[config.mk]
export PLATFORM = sky130hd
export DESIGN_NAME = mcr_regs
export DESIGN_NICKNAME = d
export VERILOG_FILES = /design/src/rtl/mcr_pkg.sv /design/src/rtl/mcr_recip.sv /design/src/rtl/mcr_regs.sv
export SDC_FILE = /design/constraint.sdc
export NUM_CORES = 1
export LEC_CHECK = 0
export ABC_AREA = 1
export BUFFER_PORTS_ARGS = -buffer_cell sky130_fd_sc_hd__buf_2
export CORE_MARGIN = 2
export CORE_UTILIZATION = 35
export DETAILED_ROUTE_END_ITERATION = 8
export GPL_TIMING_DRIVEN = 0
export PLACE_DENSITY = 0.55
export SLEW_MARGIN = 10
export SYNTH_ARGS = -nofsm -noshare
export SYNTH_HDL_FRONTEND = slang
export SYNTH_HIERARCHICAL = 1
export SYNTH_SLANG_ARGS = --single-unit
[constraint.sdc]
create_clock -name clock -period 2.6 [get_ports clock]
set_input_delay 0.26 -clock clock [delete_from_list [all_inputs] [get_ports clock]]
set_output_delay 0.26 -clock clock [all_outputs]
set_load 0.005 [all_outputs]
[src/rtl/mcr_pkg.sv]
/*
  Shared constants, types and arithmetic for the meter calibration registers.
  Assumes a single device clock and 24-bit register words on register page 16.
*/
package mcr_pkg;

  // ----------------------------------------------------------------
  // Word format and register map
  // ----------------------------------------------------------------
  localparam int MCR_W = 24;
  localparam logic [5:0] MCR_PAGE = 6'h10;
  localparam logic [5:0] ADDR_CURRENT1_DC_OFFSET = 6'h20;
  localparam logic [5:0] ADDR_CURRENT1_GAIN = 6'h21;
  localparam logic [5:0] ADDR_VOLTAGE1_DC_OFFSET = 6'h22;
  localparam logic [5:0] ADDR_VOLTAGE1_GAIN = 6'h23;
  localparam logic [5:0] ADDR_ACTIVE_POWER1_OFFSET = 6'h24;
  localparam logic [5:0] ADDR_REACTIVE_POWER1_OFFSET = 6'h26;
  localparam logic [5:0] ADDR_CURRENT2_DC_OFFSET = 6'h27;
  localparam logic [5:0] ADDR_CURRENT2_GAIN = 6'h28;
  localparam logic [5:0] ADDR_VOLTAGE2_DC_OFFSET = 6'h29;
  localparam logic [5:0] ADDR_VOLTAGE2_GAIN = 6'h2A;
  localparam logic [5:0] ADDR_ACTIVE_POWER2_OFFSET = 6'h2B;
  localparam logic [5:0] ADDR_REACTIVE_POWER2_OFFSET = 6'h2D;

  // ----------------------------------------------------------------
  // Reset values and fixed-point limits
  // ----------------------------------------------------------------
  localparam logic [23:0] MCR_OFFSET_RESET = 24'h000000;
  localparam logic [23:0] MCR_GAIN_RESET = 24'h400000;
  localparam logic [23:0] MCR_POS_MAX = 24'h7FFFFF;
  localparam logic [23:0] MCR_NEG_MAX = 24'h800000;
  localparam logic [23:0] MCR_GAIN_MAX = 24'hFFFFFF;
  // Reciprocal of Q2.22 needs dividend 2^44, taken one bit per step
  localparam logic [5:0] MCR_DIV_STEPS = 6'h2D;

  // Input index: 0 current1, 1 voltage1, 2 current2, 3 voltage2
  localparam logic [1:0] IDX_CURRENT1 = 2'h0;
  localparam logic [1:0] IDX_VOLTAGE1 = 2'h1;
  localparam logic [1:0] IDX_CURRENT2 = 2'h2;
  localparam logic [1:0] IDX_VOLTAGE2 = 2'h3;

  // ----------------------------------------------------------------
  // Types
  // ----------------------------------------------------------------
  typedef enum logic [1:0] {
    MCR_IDLE = 2'b00,
    MCR_PICK = 2'b01,
    MCR_WAIT = 2'b10
  } mcr_state_t;

  typedef struct packed {
    logic [3:0][23:0] dc_off;
    logic [3:0][23:0] gain;
    logic [1:0][23:0] p_off;
    logic [1:0][23:0] q_off;
    logic [1:0][23:0] avg_p;
    logic [1:0][23:0] avg_q;
    logic avg_valid;
    logic [23:0] rd_data;
    logic rd_valid;
    mcr_state_t state;
    logic [3:0] pend;
    logic [1:0] gidx;
    logic div_start;
  } mcr_main_t;

  typedef struct packed {
    logic run;
    logic [5:0] cnt;
    logic [23:0] rem;
    logic [23:0] quo;
    logic ovf;
    logic [23:0] divisor;
    logic [23:0] result;
    logic done;
  } mcr_div_t;

  // ----------------------------------------------------------------
  // Saturating arithmetic on signed fractions
  // ----------------------------------------------------------------
  function automatic logic [23:0] sat_add(input logic [23:0] a, input logic [23:0] b);
    logic [24:0] sum;
    sum = {a[23], a} + {b[23], b};
    if (sum[24] != sum[23])
      sat_add = sum[24] ? MCR_NEG_MAX : MCR_POS_MAX;
    else
      sat_add = sum[23:0];
  endfunction : sat_add

  function automatic logic [23:0] neg_sat(input logic [23:0] a);
    if (a == MCR_NEG_MAX)
      neg_sat = MCR_POS_MAX;
    else
      neg_sat = 24'(~a + 24'h000001);
  endfunction : neg_sat

endpackage : mcr_pkg

[src/rtl/mcr_recip.sv]
/*
  Sequential reciprocal of an unsigned Q2.22 gain, result in Q2.22.
  Assumes start is a one-cycle pulse given only while busy is low.
*/
`timescale 1ns/1ps
module mcr_recip (
  input wire logic clock,
  input wire logic rst_n,
  input wire logic start,
  input wire logic [23:0] divisor,
  output logic busy,
  output logic done,
  output logic [23:0] result
);

  mcr_pkg::mcr_div_t s_reg;
  mcr_pkg::mcr_div_t s_next;
  logic [24:0] rem_sh;

  // ----------------------------------------------------------------
  // Restoring division of 2^44 by the gain
  // ----------------------------------------------------------------
  always_comb
  begin
    s_next = s_reg;
    s_next.done = 1'b0;
    rem_sh = {s_reg.rem, (s_reg.cnt == 6'h00)};
    if (start && !s_reg.run)
    begin
      s_next.run = 1'b1;
      s_next.cnt = 6'h00;
      s_next.rem = 24'h000000;
      s_next.quo = 24'h000000;
      s_next.ovf = 1'b0;
      s_next.divisor = divisor;
    end
    else if (s_reg.run)
    begin
      s_next.ovf = s_reg.ovf | s_reg.quo[23];
      if (rem_sh >= {1'b0, s_reg.divisor})
      begin
        s_next.rem = 24'(rem_sh - {1'b0, s_reg.divisor});
        s_next.quo = {s_reg.quo[22:0], 1'b1};
      end
      else
      begin
        s_next.rem = rem_sh[23:0];
        s_next.quo = {s_reg.quo[22:0], 1'b0};
      end
      s_next.cnt = 6'(s_reg.cnt + 6'h01);
      if (s_reg.cnt == 6'(mcr_pkg::MCR_DIV_STEPS - 6'h01))
      begin
        // Results of four and above clamp to the largest gain
        s_next.run = 1'b0;
        s_next.done = 1'b1;
        s_next.result = (s_next.ovf || s_reg.divisor == 24'h000000) ?
                        mcr_pkg::MCR_GAIN_MAX : s_next.quo;
      end
    end
  end

  always_ff @(posedge clock or negedge rst_n)
  begin
    if (!rst_n)
      s_reg <= '0;
    else
      s_reg <= s_next;
  end

  assign busy = s_reg.run;
  assign done = s_reg.done;
  assign result = s_reg.result;

  // ----------------------------------------------------------------
  // Checks
  // ----------------------------------------------------------------
  recip_exact_a: assert property (@(posedge clock) disable iff (!rst_n)
    done && result != mcr_pkg::MCR_GAIN_MAX |->
      ({24'h000000, result} * {24'h000000, s_reg.divisor} <= 48'h100000000000) &&
      ({24'h000000, result} * {24'h000000, s_reg.divisor} + {24'h000000, s_reg.divisor}
        > 48'h100000000000))
    else $error("reciprocal result is not the floor of 2^44 over the gain");

  recip_latency_a: assert property (@(posedge clock) disable iff (!rst_n)
    start && !busy |=> ##44 busy ##1 done)
    else $error("reciprocal did not finish in 45 cycles");

endmodule : mcr_recip

[src/rtl/mcr_regs.sv]
/*
  Calibration register bank: DC offsets, gains and average power offsets
  for two current/voltage channel pairs, written by host or calibration.
  Assumes register port and calibration strobes are synchronous to clock.
*/
// Contract
// - DC offsets reset to zero
// - DC calibration loads negated measured offset
// - Host writes replace DC offset contents
// - DC offsets are signed Q1.23 fractions
// - Gains reset to unity 0x400000
// - Gain calibration loads reciprocal of measured gain
// - Gains are unsigned Q2.22 below four
// - Active average equals averaged plus offset
// - Reactive average equals averaged plus offset
// - Power offsets signed fractions, reset zero
// - Two channel sets on page 16, 32-45
`timescale 1ns/1ps
module mcr_regs (
  input wire logic clock,
  input wire logic rst_n,
  input wire logic [5:0] reg_page,
  input wire logic [5:0] reg_addr,
  input wire logic reg_wr_en,
  input wire logic [23:0] reg_wr_data,
  input wire logic reg_rd_en,
  output logic [23:0] reg_rd_data,
  output logic reg_rd_valid,
  input wire logic [3:0] cal_select,
  input wire logic cal_dc_load,
  input wire logic cal_gain_start,
  output logic cal_gain_busy,
  input wire logic [23:0] meas_dc_current1,
  input wire logic [23:0] meas_dc_voltage1,
  input wire logic [23:0] meas_dc_current2,
  input wire logic [23:0] meas_dc_voltage2,
  input wire logic [23:0] meas_gain_current1,
  input wire logic [23:0] meas_gain_voltage1,
  input wire logic [23:0] meas_gain_current2,
  input wire logic [23:0] meas_gain_voltage2,
  output logic [23:0] current1_dc_offset,
  output logic [23:0] current1_gain,
  output logic [23:0] voltage1_dc_offset,
  output logic [23:0] voltage1_gain,
  output logic [23:0] current2_dc_offset,
  output logic [23:0] current2_gain,
  output logic [23:0] voltage2_dc_offset,
  output logic [23:0] voltage2_gain,
  input wire logic power_in_valid,
  input wire logic [23:0] raw_active_power1,
  input wire logic [23:0] raw_reactive_power1,
  input wire logic [23:0] raw_active_power2,
  input wire logic [23:0] raw_reactive_power2,
  output logic [23:0] average_active_power1,
  output logic [23:0] average_reactive_power1,
  output logic [23:0] average_active_power2,
  output logic [23:0] average_reactive_power2,
  output logic average_valid
);

  mcr_pkg::mcr_main_t s_reg;
  mcr_pkg::mcr_main_t s_next;
  logic [3:0][23:0] meas_dc;
  logic [3:0][23:0] meas_gain;
  logic [1:0][23:0] raw_p;
  logic [1:0][23:0] raw_q;
  logic page_hit;
  logic div_busy;
  logic div_done;
  logic [23:0] div_result;

  assign meas_dc = {meas_dc_voltage2, meas_dc_current2, meas_dc_voltage1, meas_dc_current1};
  assign meas_gain = {meas_gain_voltage2, meas_gain_current2, meas_gain_voltage1,
                      meas_gain_current1};
  assign raw_p = {raw_active_power2, raw_active_power1};
  assign raw_q = {raw_reactive_power2, raw_reactive_power1};
  assign page_hit = (reg_page == mcr_pkg::MCR_PAGE);

  // ----------------------------------------------------------------
  // Register read decode
  // ----------------------------------------------------------------
  function automatic logic [23:0] read_word(input mcr_pkg::mcr_main_t s,
                                            input logic [5:0] addr);
    case (addr)
      mcr_pkg::ADDR_CURRENT1_DC_OFFSET: read_word = s.dc_off[mcr_pkg::IDX_CURRENT1];
      mcr_pkg::ADDR_CURRENT1_GAIN: read_word = s.gain[mcr_pkg::IDX_CURRENT1];
      mcr_pkg::ADDR_VOLTAGE1_DC_OFFSET: read_word = s.dc_off[mcr_pkg::IDX_VOLTAGE1];
      mcr_pkg::ADDR_VOLTAGE1_GAIN: read_word = s.gain[mcr_pkg::IDX_VOLTAGE1];
      mcr_pkg::ADDR_ACTIVE_POWER1_OFFSET: read_word = s.p_off[0];
      mcr_pkg::ADDR_REACTIVE_POWER1_OFFSET: read_word = s.q_off[0];
      mcr_pkg::ADDR_CURRENT2_DC_OFFSET: read_word = s.dc_off[mcr_pkg::IDX_CURRENT2];
      mcr_pkg::ADDR_CURRENT2_GAIN: read_word = s.gain[mcr_pkg::IDX_CURRENT2];
      mcr_pkg::ADDR_VOLTAGE2_DC_OFFSET: read_word = s.dc_off[mcr_pkg::IDX_VOLTAGE2];
      mcr_pkg::ADDR_VOLTAGE2_GAIN: read_word = s.gain[mcr_pkg::IDX_VOLTAGE2];
      mcr_pkg::ADDR_ACTIVE_POWER2_OFFSET: read_word = s.p_off[1];
      mcr_pkg::ADDR_REACTIVE_POWER2_OFFSET: read_word = s.q_off[1];
      default: read_word = 24'h000000;
    endcase
  endfunction : read_word

  // Lowest pending input of a gain calibration
  function automatic logic [1:0] first_set(input logic [3:0] m);
    if (m[0])
      first_set = 2'h0;
    else if (m[1])
      first_set = 2'h1;
    else if (m[2])
      first_set = 2'h2;
    else
      first_set = 2'h3;
  endfunction : first_set

  // ----------------------------------------------------------------
  // Next-state logic
  // ----------------------------------------------------------------
  always_comb
  begin
    s_next = s_reg;
    s_next.rd_valid = 1'b0;
    s_next.avg_valid = 1'b0;
    s_next.div_start = 1'b0;

    // Host writes come first so calibration results win a collision
    if (reg_wr_en && page_hit)
    begin
      case (reg_addr)
        mcr_pkg::ADDR_CURRENT1_DC_OFFSET: s_next.dc_off[0] = reg_wr_data;
        mcr_pkg::ADDR_CURRENT1_GAIN: s_next.gain[0] = reg_wr_data;
        mcr_pkg::ADDR_VOLTAGE1_DC_OFFSET: s_next.dc_off[1] = reg_wr_data;
        mcr_pkg::ADDR_VOLTAGE1_GAIN: s_next.gain[1] = reg_wr_data;
        mcr_pkg::ADDR_ACTIVE_POWER1_OFFSET: s_next.p_off[0] = reg_wr_data;
        mcr_pkg::ADDR_REACTIVE_POWER1_OFFSET: s_next.q_off[0] = reg_wr_data;
        mcr_pkg::ADDR_CURRENT2_DC_OFFSET: s_next.dc_off[2] = reg_wr_data;
        mcr_pkg::ADDR_CURRENT2_GAIN: s_next.gain[2] = reg_wr_data;
        mcr_pkg::ADDR_VOLTAGE2_DC_OFFSET: s_next.dc_off[3] = reg_wr_data;
        mcr_pkg::ADDR_VOLTAGE2_GAIN: s_next.gain[3] = reg_wr_data;
        mcr_pkg::ADDR_ACTIVE_POWER2_OFFSET: s_next.p_off[1] = reg_wr_data;
        mcr_pkg::ADDR_REACTIVE_POWER2_OFFSET: s_next.q_off[1] = reg_wr_data;
        default: s_next.rd_valid = 1'b0;
      endcase
    end

    if (reg_rd_en)
    begin
      s_next.rd_data = page_hit ? read_word(s_reg, reg_addr) : 24'h000000;
      s_next.rd_valid = 1'b1;
    end

    // DC calibration: negate the measured offset, signed Q1.23
    if (cal_dc_load)
    begin
      for (int i = 0; i < 4; i++)
      begin
        if (cal_select[i])
          s_next.dc_off[i] = mcr_pkg::neg_sat(meas_dc[i]);
      end
    end

    // Gain calibration walks the selected inputs through the divider
    case (s_reg.state)
      mcr_pkg::MCR_IDLE:
      begin
        if (cal_gain_start && cal_select != 4'h0)
        begin
          s_next.pend = cal_select;
          s_next.state = mcr_pkg::MCR_PICK;
        end
      end
      mcr_pkg::MCR_PICK:
      begin
        s_next.gidx = first_set(s_reg.pend);
        s_next.div_start = 1'b1;
        s_next.state = mcr_pkg::MCR_WAIT;
      end
      mcr_pkg::MCR_WAIT:
      begin
        if (div_done)
        begin
          s_next.gain[s_reg.gidx] = div_result;
          s_next.pend[s_reg.gidx] = 1'b0;
          s_next.state = (s_next.pend == 4'h0) ? mcr_pkg::MCR_IDLE : mcr_pkg::MCR_PICK;
        end
      end
      default: s_next.state = mcr_pkg::MCR_IDLE;
    endcase

    // Averaged power plus offset, clamped at the fraction limits
    if (power_in_valid)
    begin
      for (int c = 0; c < 2; c++)
      begin
        s_next.avg_p[c] = mcr_pkg::sat_add(raw_p[c], s_reg.p_off[c]);
        s_next.avg_q[c] = mcr_pkg::sat_add(raw_q[c], s_reg.q_off[c]);
      end
      s_next.avg_valid = 1'b1;
    end
  end

  // ----------------------------------------------------------------
  // State register
  // ----------------------------------------------------------------
  always_ff @(posedge clock or negedge rst_n)
  begin
    if (!rst_n)
    begin
      s_reg <= '0;
      s_reg.dc_off <= {4{mcr_pkg::MCR_OFFSET_RESET}};
      s_reg.gain <= {4{mcr_pkg::MCR_GAIN_RESET}};
      s_reg.p_off <= {2{mcr_pkg::MCR_OFFSET_RESET}};
      s_reg.q_off <= {2{mcr_pkg::MCR_OFFSET_RESET}};
      s_reg.state <= mcr_pkg::MCR_IDLE;
    end
    else
      s_reg <= s_next;
  end

  mcr_recip u_recip (
    .clock(clock),
    .rst_n(rst_n),
    .start(s_reg.div_start),
    .divisor(meas_gain[s_reg.gidx]),
    .busy(div_busy),
    .done(div_done),
    .result(div_result)
  );

  // ----------------------------------------------------------------
  // Outputs
  // ----------------------------------------------------------------
  assign reg_rd_data = s_reg.rd_data;
  assign reg_rd_valid = s_reg.rd_valid;
  assign cal_gain_busy = (s_reg.state != mcr_pkg::MCR_IDLE);
  assign current1_dc_offset = s_reg.dc_off[mcr_pkg::IDX_CURRENT1];
  assign voltage1_dc_offset = s_reg.dc_off[mcr_pkg::IDX_VOLTAGE1];
  assign current2_dc_offset = s_reg.dc_off[mcr_pkg::IDX_CURRENT2];
  assign voltage2_dc_offset = s_reg.dc_off[mcr_pkg::IDX_VOLTAGE2];
  assign current1_gain = s_reg.gain[mcr_pkg::IDX_CURRENT1];
  assign voltage1_gain = s_reg.gain[mcr_pkg::IDX_VOLTAGE1];
  assign current2_gain = s_reg.gain[mcr_pkg::IDX_CURRENT2];
  assign voltage2_gain = s_reg.gain[mcr_pkg::IDX_VOLTAGE2];
  assign average_active_power1 = s_reg.avg_p[0];
  assign average_active_power2 = s_reg.avg_p[1];
  assign average_reactive_power1 = s_reg.avg_q[0];
  assign average_reactive_power2 = s_reg.avg_q[1];
  assign average_valid = s_reg.avg_valid;

  // ----------------------------------------------------------------
  // Checks
  // ----------------------------------------------------------------
  logic first_reg;

  always_ff @(posedge clock or negedge rst_n)
  begin
    if (!rst_n)
      first_reg <= 1'b1;
    else
      first_reg <= 1'b0;
  end

  reset_values_a: assert property (@(posedge clock) disable iff (!rst_n)
    first_reg |-> s_reg.dc_off == {4{24'h000000}} && s_reg.gain == {4{24'h400000}}
      && s_reg.p_off == {2{24'h000000}} && s_reg.q_off == {2{24'h000000}})
    else $error("calibration registers not at reset values");

  dc_cal_load_a: assert property (@(posedge clock) disable iff (!rst_n)
    cal_dc_load && cal_select[2] |=> current2_dc_offset == mcr_pkg::neg_sat($past(meas_dc[2])))
    else $error("DC calibration did not load the negated offset");

  dc_sign_flip_a: assert property (@(posedge clock) disable iff (!rst_n)
    cal_dc_load && cal_select[1] && meas_dc[1] != 24'h000000 |=>
      voltage1_dc_offset[23] != $past(meas_dc[1][23]))
    else $error("DC calibration result has the wrong sign");

  host_write_a: assert property (@(posedge clock) disable iff (!rst_n)
    reg_wr_en && page_hit && reg_addr == mcr_pkg::ADDR_VOLTAGE2_DC_OFFSET && !cal_dc_load
      |=> voltage2_dc_offset == $past(reg_wr_data))
    else $error("host write to DC offset not stored");

  gain_cal_done_a: assert property (@(posedge clock) disable iff (!rst_n)
    s_reg.state == mcr_pkg::MCR_PICK |=> s_reg.state == mcr_pkg::MCR_WAIT
      ##[45:48] s_reg.state != mcr_pkg::MCR_WAIT)
    else $error("gain calibration step did not complete in time");

  gain_store_a: assert property (@(posedge clock) disable iff (!rst_n)
    s_reg.state == mcr_pkg::MCR_WAIT && div_done |=>
      s_reg.gain[$past(s_reg.gidx)] == $past(div_result))
    else $error("gain register not loaded with the reciprocal");

  active_sum_a: assert property (@(posedge clock) disable iff (!rst_n)
    power_in_valid |=> average_valid &&
      average_active_power1 == mcr_pkg::sat_add($past(raw_p[0]), $past(s_reg.p_off[0])))
    else $error("active power average wrong");

  reactive_sum_a: assert property (@(posedge clock) disable iff (!rst_n)
    power_in_valid |=>
      average_reactive_power2 == mcr_pkg::sat_add($past(raw_q[1]), $past(s_reg.q_off[1])))
    else $error("reactive power average wrong");

  sum_clamp_a: assert property (@(posedge clock) disable iff (!rst_n)
    power_in_valid && !raw_p[1][23] && !s_reg.p_off[1][23] |=> !average_active_power2[23])
    else $error("positive offset sum wrapped negative");

  page_read_a: assert property (@(posedge clock) disable iff (!rst_n)
    reg_rd_en && page_hit && reg_addr == mcr_pkg::ADDR_CURRENT1_GAIN && !reg_wr_en
      && s_reg.state == mcr_pkg::MCR_IDLE |=> reg_rd_valid && reg_rd_data == current1_gain)
    else $error("read of a mapped register returned the wrong word");

  // Strobes, holds and divider activity
  rd_pulse_a: assert property (@(posedge clock) disable iff (!rst_n)
    !reg_rd_en
      |=> !reg_rd_valid)
    else $error("read valid without a read");

  page_miss_a: assert property (@(posedge clock) disable iff (!rst_n)
    reg_rd_en && !page_hit
      |=> reg_rd_data == 24'h000000)
    else $error("read off page not zero");

  gain_hold_a: assert property (@(posedge clock) disable iff (!rst_n)
    s_reg.state == mcr_pkg::MCR_IDLE && !reg_wr_en
      |=> $stable(s_reg.gain))
    else $error("gain changed while idle");

  dc_hold_a: assert property (@(posedge clock) disable iff (!rst_n)
    !cal_dc_load && !reg_wr_en
      |=> $stable(s_reg.dc_off))
    else $error("DC offset changed unasked");

  div_busy_a: assert property (@(posedge clock) disable iff (!rst_n)
    s_reg.state == mcr_pkg::MCR_WAIT && !s_reg.div_start && !div_done
      |-> div_busy)
    else $error("divider idle in a gain step");

endmodule : mcr_regs

==> impl_metrics.ini, run 1 <==
[yosys]
synth_flop_cell = dfrtp_1
syn_inst = 5278
ys_seq_area_frac = 0.352
syn_avg_cell_area_um2 = 7.06
yosys.cell_types.count = 54
synth_area_um2 = 37300
yosys_warnings = 6
synth-async-reset-ratio = 1.00
synth.ff_latch_count = 524
synth_nets = 5744
synth_edf_count = 0

[worst_setup_path]
crit_chain = ha_2 -> nand2_1 -> nor2_1 -> nand2_1 -> nor2_1 -> nand2_1 -> nand4_1 -> nand2_1 -> nand2_4 -> buf_8 -> nand3_2 -> a21oi_1
crit_fanout = 10
arrival_ns = 3.04
cp.required_ns = 3.16
crit_start = s_reg[199]
cpMostUsedCell = nand2_1
cp-start-kind = register
path_class = register to register
end_kind = register
cp_slowest_stage_delay_ns = 0.45
slowest_stage = ha_2
reg2reg_from = s_reg[199]

[cells_and_area]
stdcell_area_um2 = 46000
layout_common_cells = nand2_1 (1,097), inv_1 (711), buf_2 (694), dfrtp_1 (515), nor2_1 (480)
largest_reg_flops = 105
nNetsFinal = 6557
final_common_cell = nand2_1
nFillCells = 11236
final_util = 0.436
post_route_cells_drive_above_1_share = 0.224
area_growth_pct = 23.4

[pwr]
ir_drop_mv = 0.874
powerDensity_nw_per_um2 = 788
p_leak_uw = 0.0236

[cts]
clk_latency_ns = 0.66
clkSinkCount = 524
cts-root-buf = clkbuf_16
cts_inserted_buffers = 69
clk_pin_slew_ns = 0.06
cts_tree = built
h-tree-depth = 3
cts_max_path_buffers = 3

[detailed_routing]
drt_wl_total_um = 179000
top_layer = met5
drt_pass1_iterations = 6
dr.first_iter.drc_count = 3678
route.met3.wl_um = 14500
routedWlPerCell_um = 23.8
wl_met1_um = 74300
wl_met2_um = 80200
viasPerCell = 5.20
vias = 39213
drc = 0
ant_nets = 0

[timing]
maxSlewHeadroom = 0.156
tightest_slew_ns = 1.27
setup_viol = 0
hold_viol_final = 0
clock_skew_ns = 0.0356
min_period_ns = 2.48
final_max_slew_viol_count = 0
tns_ns = 0
timing.final.crit_share = 0.953
holdWs_ns = 0.0192
fmax_ghz = 0.404

[global_route]
track_usage = 0.318
grt_pass1_vias = 36805
overflow = 0
grt_max_degree = 102
grt_pass1_wl_um = 251000
antenna_found_initial = 23

[floorplan]
coreArea_um2 = 105000
die_area_um2 = 109000
rows = 119
initial_core_util = 0.354
pin_count = 650
die_h_um = 330
die_x_um = 330

[worst_hold_path]
hold_class = input port to register
hold_start = meas_dc_current2[10]

[placement]
place_congestion = 1.00
place_area_um2 = 42400
dpl.hpwl_um = 145000
numPortBuffers = 644

[job]
maxCapViolCount = 0

[status]
status = complete, no violations
==> Yosys cell counts (14+ instances only) <==
master	count	area share
o21ai_0	364	0.049
inv_2	14	0.0014
o21bai_1	20	0.0040
nand3b_1	17	0.0034
a21oi_1	389	0.052
o22ai_1	123	0.021
nand3_1	290	0.039
o21ai_1	59	0.0079
o211ai_1	52	0.010
nand2_2	15	0.0025
nor2_1	486	0.049
a22oi_1	29	0.0058
nor3_1	44	0.0059
xor2_1	92	0.022
buf_4	362	0.073
buf_2	55	0.0074
xnor2_1	59	0.014
clkbuf_1	100	0.010
inv_1	715	0.072
ha_1	126	0.042
dfrtp_1	520	0.35
nor4_1	16	0.0027
nand4_1	91	0.015
nand2_1	1128	0.11
==> cell type report <==
type / count / area [um^2] / share of cell area
flip-flops and latches: 524 / 13100 / 0.285
well taps: 1391 / 1740 / 0.0378
plain buffers: 527 / 3490 / 0.0759
inverters: 732 / 2750 / 0.0597
clock buffers: 94 / 1960 / 0.0427
repair buffers: 742 / 4210 / 0.0915
diodes: 7 / 17.5 / 0.000381
clock inverters: 25 / 322 / 0.00699
multi-input cells: 3495 / 18400 / 0.400
==> metal layers <==
layer  vias to the layer above  global-route usage
met5                         -                   0
met4                        18               0.157
met3                       386              0.0622
met2                      1712               0.501
met1                     18596               0.418
li1                      18501                   -
==> metrics by stage <==
stage          setup slack (ns)  cells  total power, uW
2_1_floorplan             0.195   5278            19900
3_3_place_gp             -10.37   7313            25400
3_5_place_dp             -0.554   7318            25500
4_1_cts                 0.00139   7507            35800
5_1_grt                -0.00825   7537            38400
6_report                  0.122   7537            36300
==> repair_timing <==
action | CTS | global route
pin swaps | 10 | 11
cloned | 0 | 1
buffers inserted | 13 | 22
resized for setup | 59 | 72
endpoints found under the setup margin | 119 | 144
hold endpoints to repair | 142 | 0
hold buffers | 57 | 0
==> cells by family after synthesis <==
logic type               synth area share
buffers and inverters               0.166
XOR/XNOR                           0.0355
AND/OR/NAND/NOR                     0.244
adder cells (fa/ha/maj)            0.0450
AO/OA/AOI/OAI                       0.158
flip-flops                          0.352
==> path summary, 6_finish.rpt <==
kind                       slack (ns)                     endpoint  cells past startpoint
setup / recovery                 0.12    average_active_power1[17]                     12
hold / removal                   0.02       current2_dc_offset[10]                      3
setup reg to reg                 0.12    average_active_power1[17]                     12
hold reg to reg                  0.48              reg_rd_data[11]                      2
max in group asynchronous        0.47            u_recip/s_reg[69]                      5
min in group asynchronous        0.19  average_reactive_power1[20]                      2
==> where the power goes <==
| part | leakage (uW) | switching (uW) | total [uW] | internal [uW] |
|---|---|---|---|---|
| logic | 0.0164 | 9260 | 15000 | 5780 |
| registers | 0.00606 | 1470 | 11300 | 9820 |
| clock network | 0.00111 | 4050 | 9940 | 5890 |
==> critical path: cells and delay by family, from the launching register on <==
family                     cells  cell delay (ns)
adders and majority gates      1             0.45
DFF                            1             0.43
buffers and inverters          1             0.16
AOI/OAI and AO/OA              1             0.15
and+or+nand+nor                9             1.18
Note: power is estimated with default switching activity, not from simulation.
==> run 2, diff against run 1 <==
--- a/config.mk
+++ b/config.mk
@@ -7,11 +7,13 @@
 export LEC_CHECK = 0
 export ABC_AREA = 1
 export BUFFER_PORTS_ARGS = -buffer_cell sky130_fd_sc_hd__buf_2
+export CELL_PAD_IN_SITES_DETAIL_PLACEMENT = 0
+export CELL_PAD_IN_SITES_GLOBAL_PLACEMENT = 2
 export CORE_MARGIN = 2
-export CORE_UTILIZATION = 35
+export CORE_UTILIZATION = 29
 export DETAILED_ROUTE_END_ITERATION = 8
 export GPL_TIMING_DRIVEN = 0
-export PLACE_DENSITY = 0.55
+export PLACE_DENSITY = 0.77
 export SLEW_MARGIN = 10
 export SYNTH_ARGS = -nofsm -noshare
 export SYNTH_HDL_FRONTEND = slang
==> impl_metrics.ini, run 2 (same netlist as run 1, synthesis figures left out) <==
[global_route]
grt_pass1_vias = 38115
grt_max_degree = 105
grt-busiest-layer = met2
grt_pass1_wl_um = 268000
overflow = 0
use_met1 = 0.356
grtUsageMet3 = 0.0509
antenna_found_initial = 28
grtUsageMet2 = 0.471
track_usage = 0.284

[timing]
maxSlewHeadroom = 0.105
tns_ns = 0
final_max_slew_viol_count = 0
tightest_slew_ns = 1.34
fmax_ghz = 0.400
setup_viol = 0
clock_skew_ns = 0.0273
layout_setup_ws_ns = 0.103
min_period_ns = 2.50
timing.final.crit_share = 0.960
hold_viol_final = 0

[pwr]
ir_drop_mv = 0.567
p_leak_uw = 0.0238
powerDensity_nw_per_um2 = 796

[detailed_routing]
viasPerCell = 4.98
vias = 38982
ant_nets = 0
drt_wl_total_um = 192000
routedWlPerCell_um = 24.5
drc = 0
dr.first_iter.drc_count = 3260
drt_pass1_iterations = 5

[worst_setup_path]
cpMostUsedCell = nand2_1
path_class = register to register
cp-start-kind = register
cp_slowest_stage_delay_ns = 0.40
r2r_slack_ns = 0.10
crit_fanout = 10
r2r_cells = 13
reg2reg_to = u_recip/rem_sh[16]
cp.required_ns = 3.14
slowest_stage = dfrtp_1
crit_chain = inv_1 -> ha_1 -> nand2_1 -> inv_1 -> nand2_1 -> nand2_1 -> inv_1 -> nand3_2 -> nand2_4 -> clkbuf_4 -> nand4_1 -> nand3_1 -> nand2_1
arrival_ns = 3.03
end_kind = register
reg2reg_from = u_recip/s_reg[33]

[worst_hold_path]
hold_end = voltage1_dc_offset[18]
holdPathStages = 3
hold_class = input port to register
hold_start = reg_wr_data[18]

[cts]
clk_pin_slew_ns = 0.06
cts-root-buf = clkbuf_16
cts_inserted_buffers = 70
clk_latency_ns = 0.68
cts_tree = built
clkSinkCount = 524
cts_max_path_buffers = 3
h-tree-depth = 3

[cells_and_area]
final_util = 0.367
post_route_cells_drive_above_1_share = 0.227
area_growth_pct = 25.4
nNetsFinal = 6579
final_common_cell = nand2_1
largest_reg_flops = 105
nFillCells = 14117
layout_common_cells = nand2_1 (1,095), inv_1 (710), buf_2 (693), dfrtp_1 (515), nor2_1 (476)

[floorplan]
die_h_um = 363
initial_core_util = 0.292
coreArea_um2 = 128000
rows = 131
die_x_um = 363
pin_count = 650
die_area_um2 = 131000

[placement]
dpl.hpwl_um = 157000
numPortBuffers = 644
pre_cts_slack_ns = -0.615
place_congestion = 0.973

[job]
maxCapViolCount = 0

[status]
status = complete, no violations
## run 2: cell types whose count changed in the layout (fill, tap and decap cells not counted), moves of 4 or more
cell           delta
clkbuf_2          +6
dlygate4sd3_1    +20
nor2_1            -4
nor2_2            +5
clkbuf_1          -5
## run 2: stage by stage
step | total power (uW) | hold slack [ns] | std cells | instance area (um^2)
finish | 37300 | 0.0333 | 7833 | 46800
global route | 39300 | 0.0118 | 7829 | 46800
CTS | 37000 | 0.000367 | 7807 | 46300
detailed placement | 25900 | 0.268 | 7589 | 42700
global placement | 25800 | 0.387 | 7584 | 42600
floorplan | 19900 | -0.0356 | 5278 | 37300
## run 2: repair_timing
action / CTS / global route
setup endpoints to repair: 120 / 143
cloned: 0 / 2
endpoints found under the hold margin: 143 / 0
pin swaps: 10 / 15
setup buffers: 16 / 19
resized for setup: 66 / 87
hold buffers: 77 / 0
## run 2: how the worst max path moves through the flow
stage                            from                   endpoint  slack (ns)
global placement                rst_n         u_recip/rem_sh[10]      -10.53
detailed placement  u_recip/s_reg[98]         u_recip/rem_sh[15]       -0.61
floorplan           u_recip/s_reg[98]         u_recip/rem_sh[17]        0.19
finish              u_recip/s_reg[33]         u_recip/rem_sh[16]        0.10
global route        u_recip/s_reg[99]         u_recip/rem_sh[17]       -0.02
CTS                        s_reg[203]  average_active_power2[21]     0.00004
## run 2: layout make-up
| cell class | instances | area (um^2) | share of cell area |
|---|---|---|---|
| tap | 1662 | 2080 | 0.0445 |
| clock buffer | 94 | 1950 | 0.0418 |
| sequential | 524 | 13100 | 0.281 |
| buffer | 527 | 3510 | 0.0750 |
| inverter | 732 | 2750 | 0.0587 |
| multi-input combinational | 3495 | 18400 | 0.394 |
| clock inverter | 31 | 470 | 0.0101 |
| antenna | 5 | 12.5 | 0.000267 |
| timing repair buffer | 763 | 4450 | 0.0952 |
## run 2: critical path, delay by kind of cell, from the launching register on
family / cells / cell delay (ns)
flops: 1 / 0.40
simple gates: 8 / 1.06
buf+inv: 4 / 0.58
fa+ha+maj: 1 / 0.33
## run 2: routing by layer
metal / vias to the layer above / wire length [um] / share of wire
met5: - / 165 / 0.00086
met4: 26 / 10100 / 0.053
met3: 353 / 12100 / 0.063
met2: 1353 / 89100 / 0.46
met1: 18701 / 80300 / 0.42
li1: 18549 / - / -
## run 2: power by group
part | switching, uW | internal (uW)
Sequential | 1290 | 9820
Combinational | 9850 | 5890
Clock | 4180 | 6230
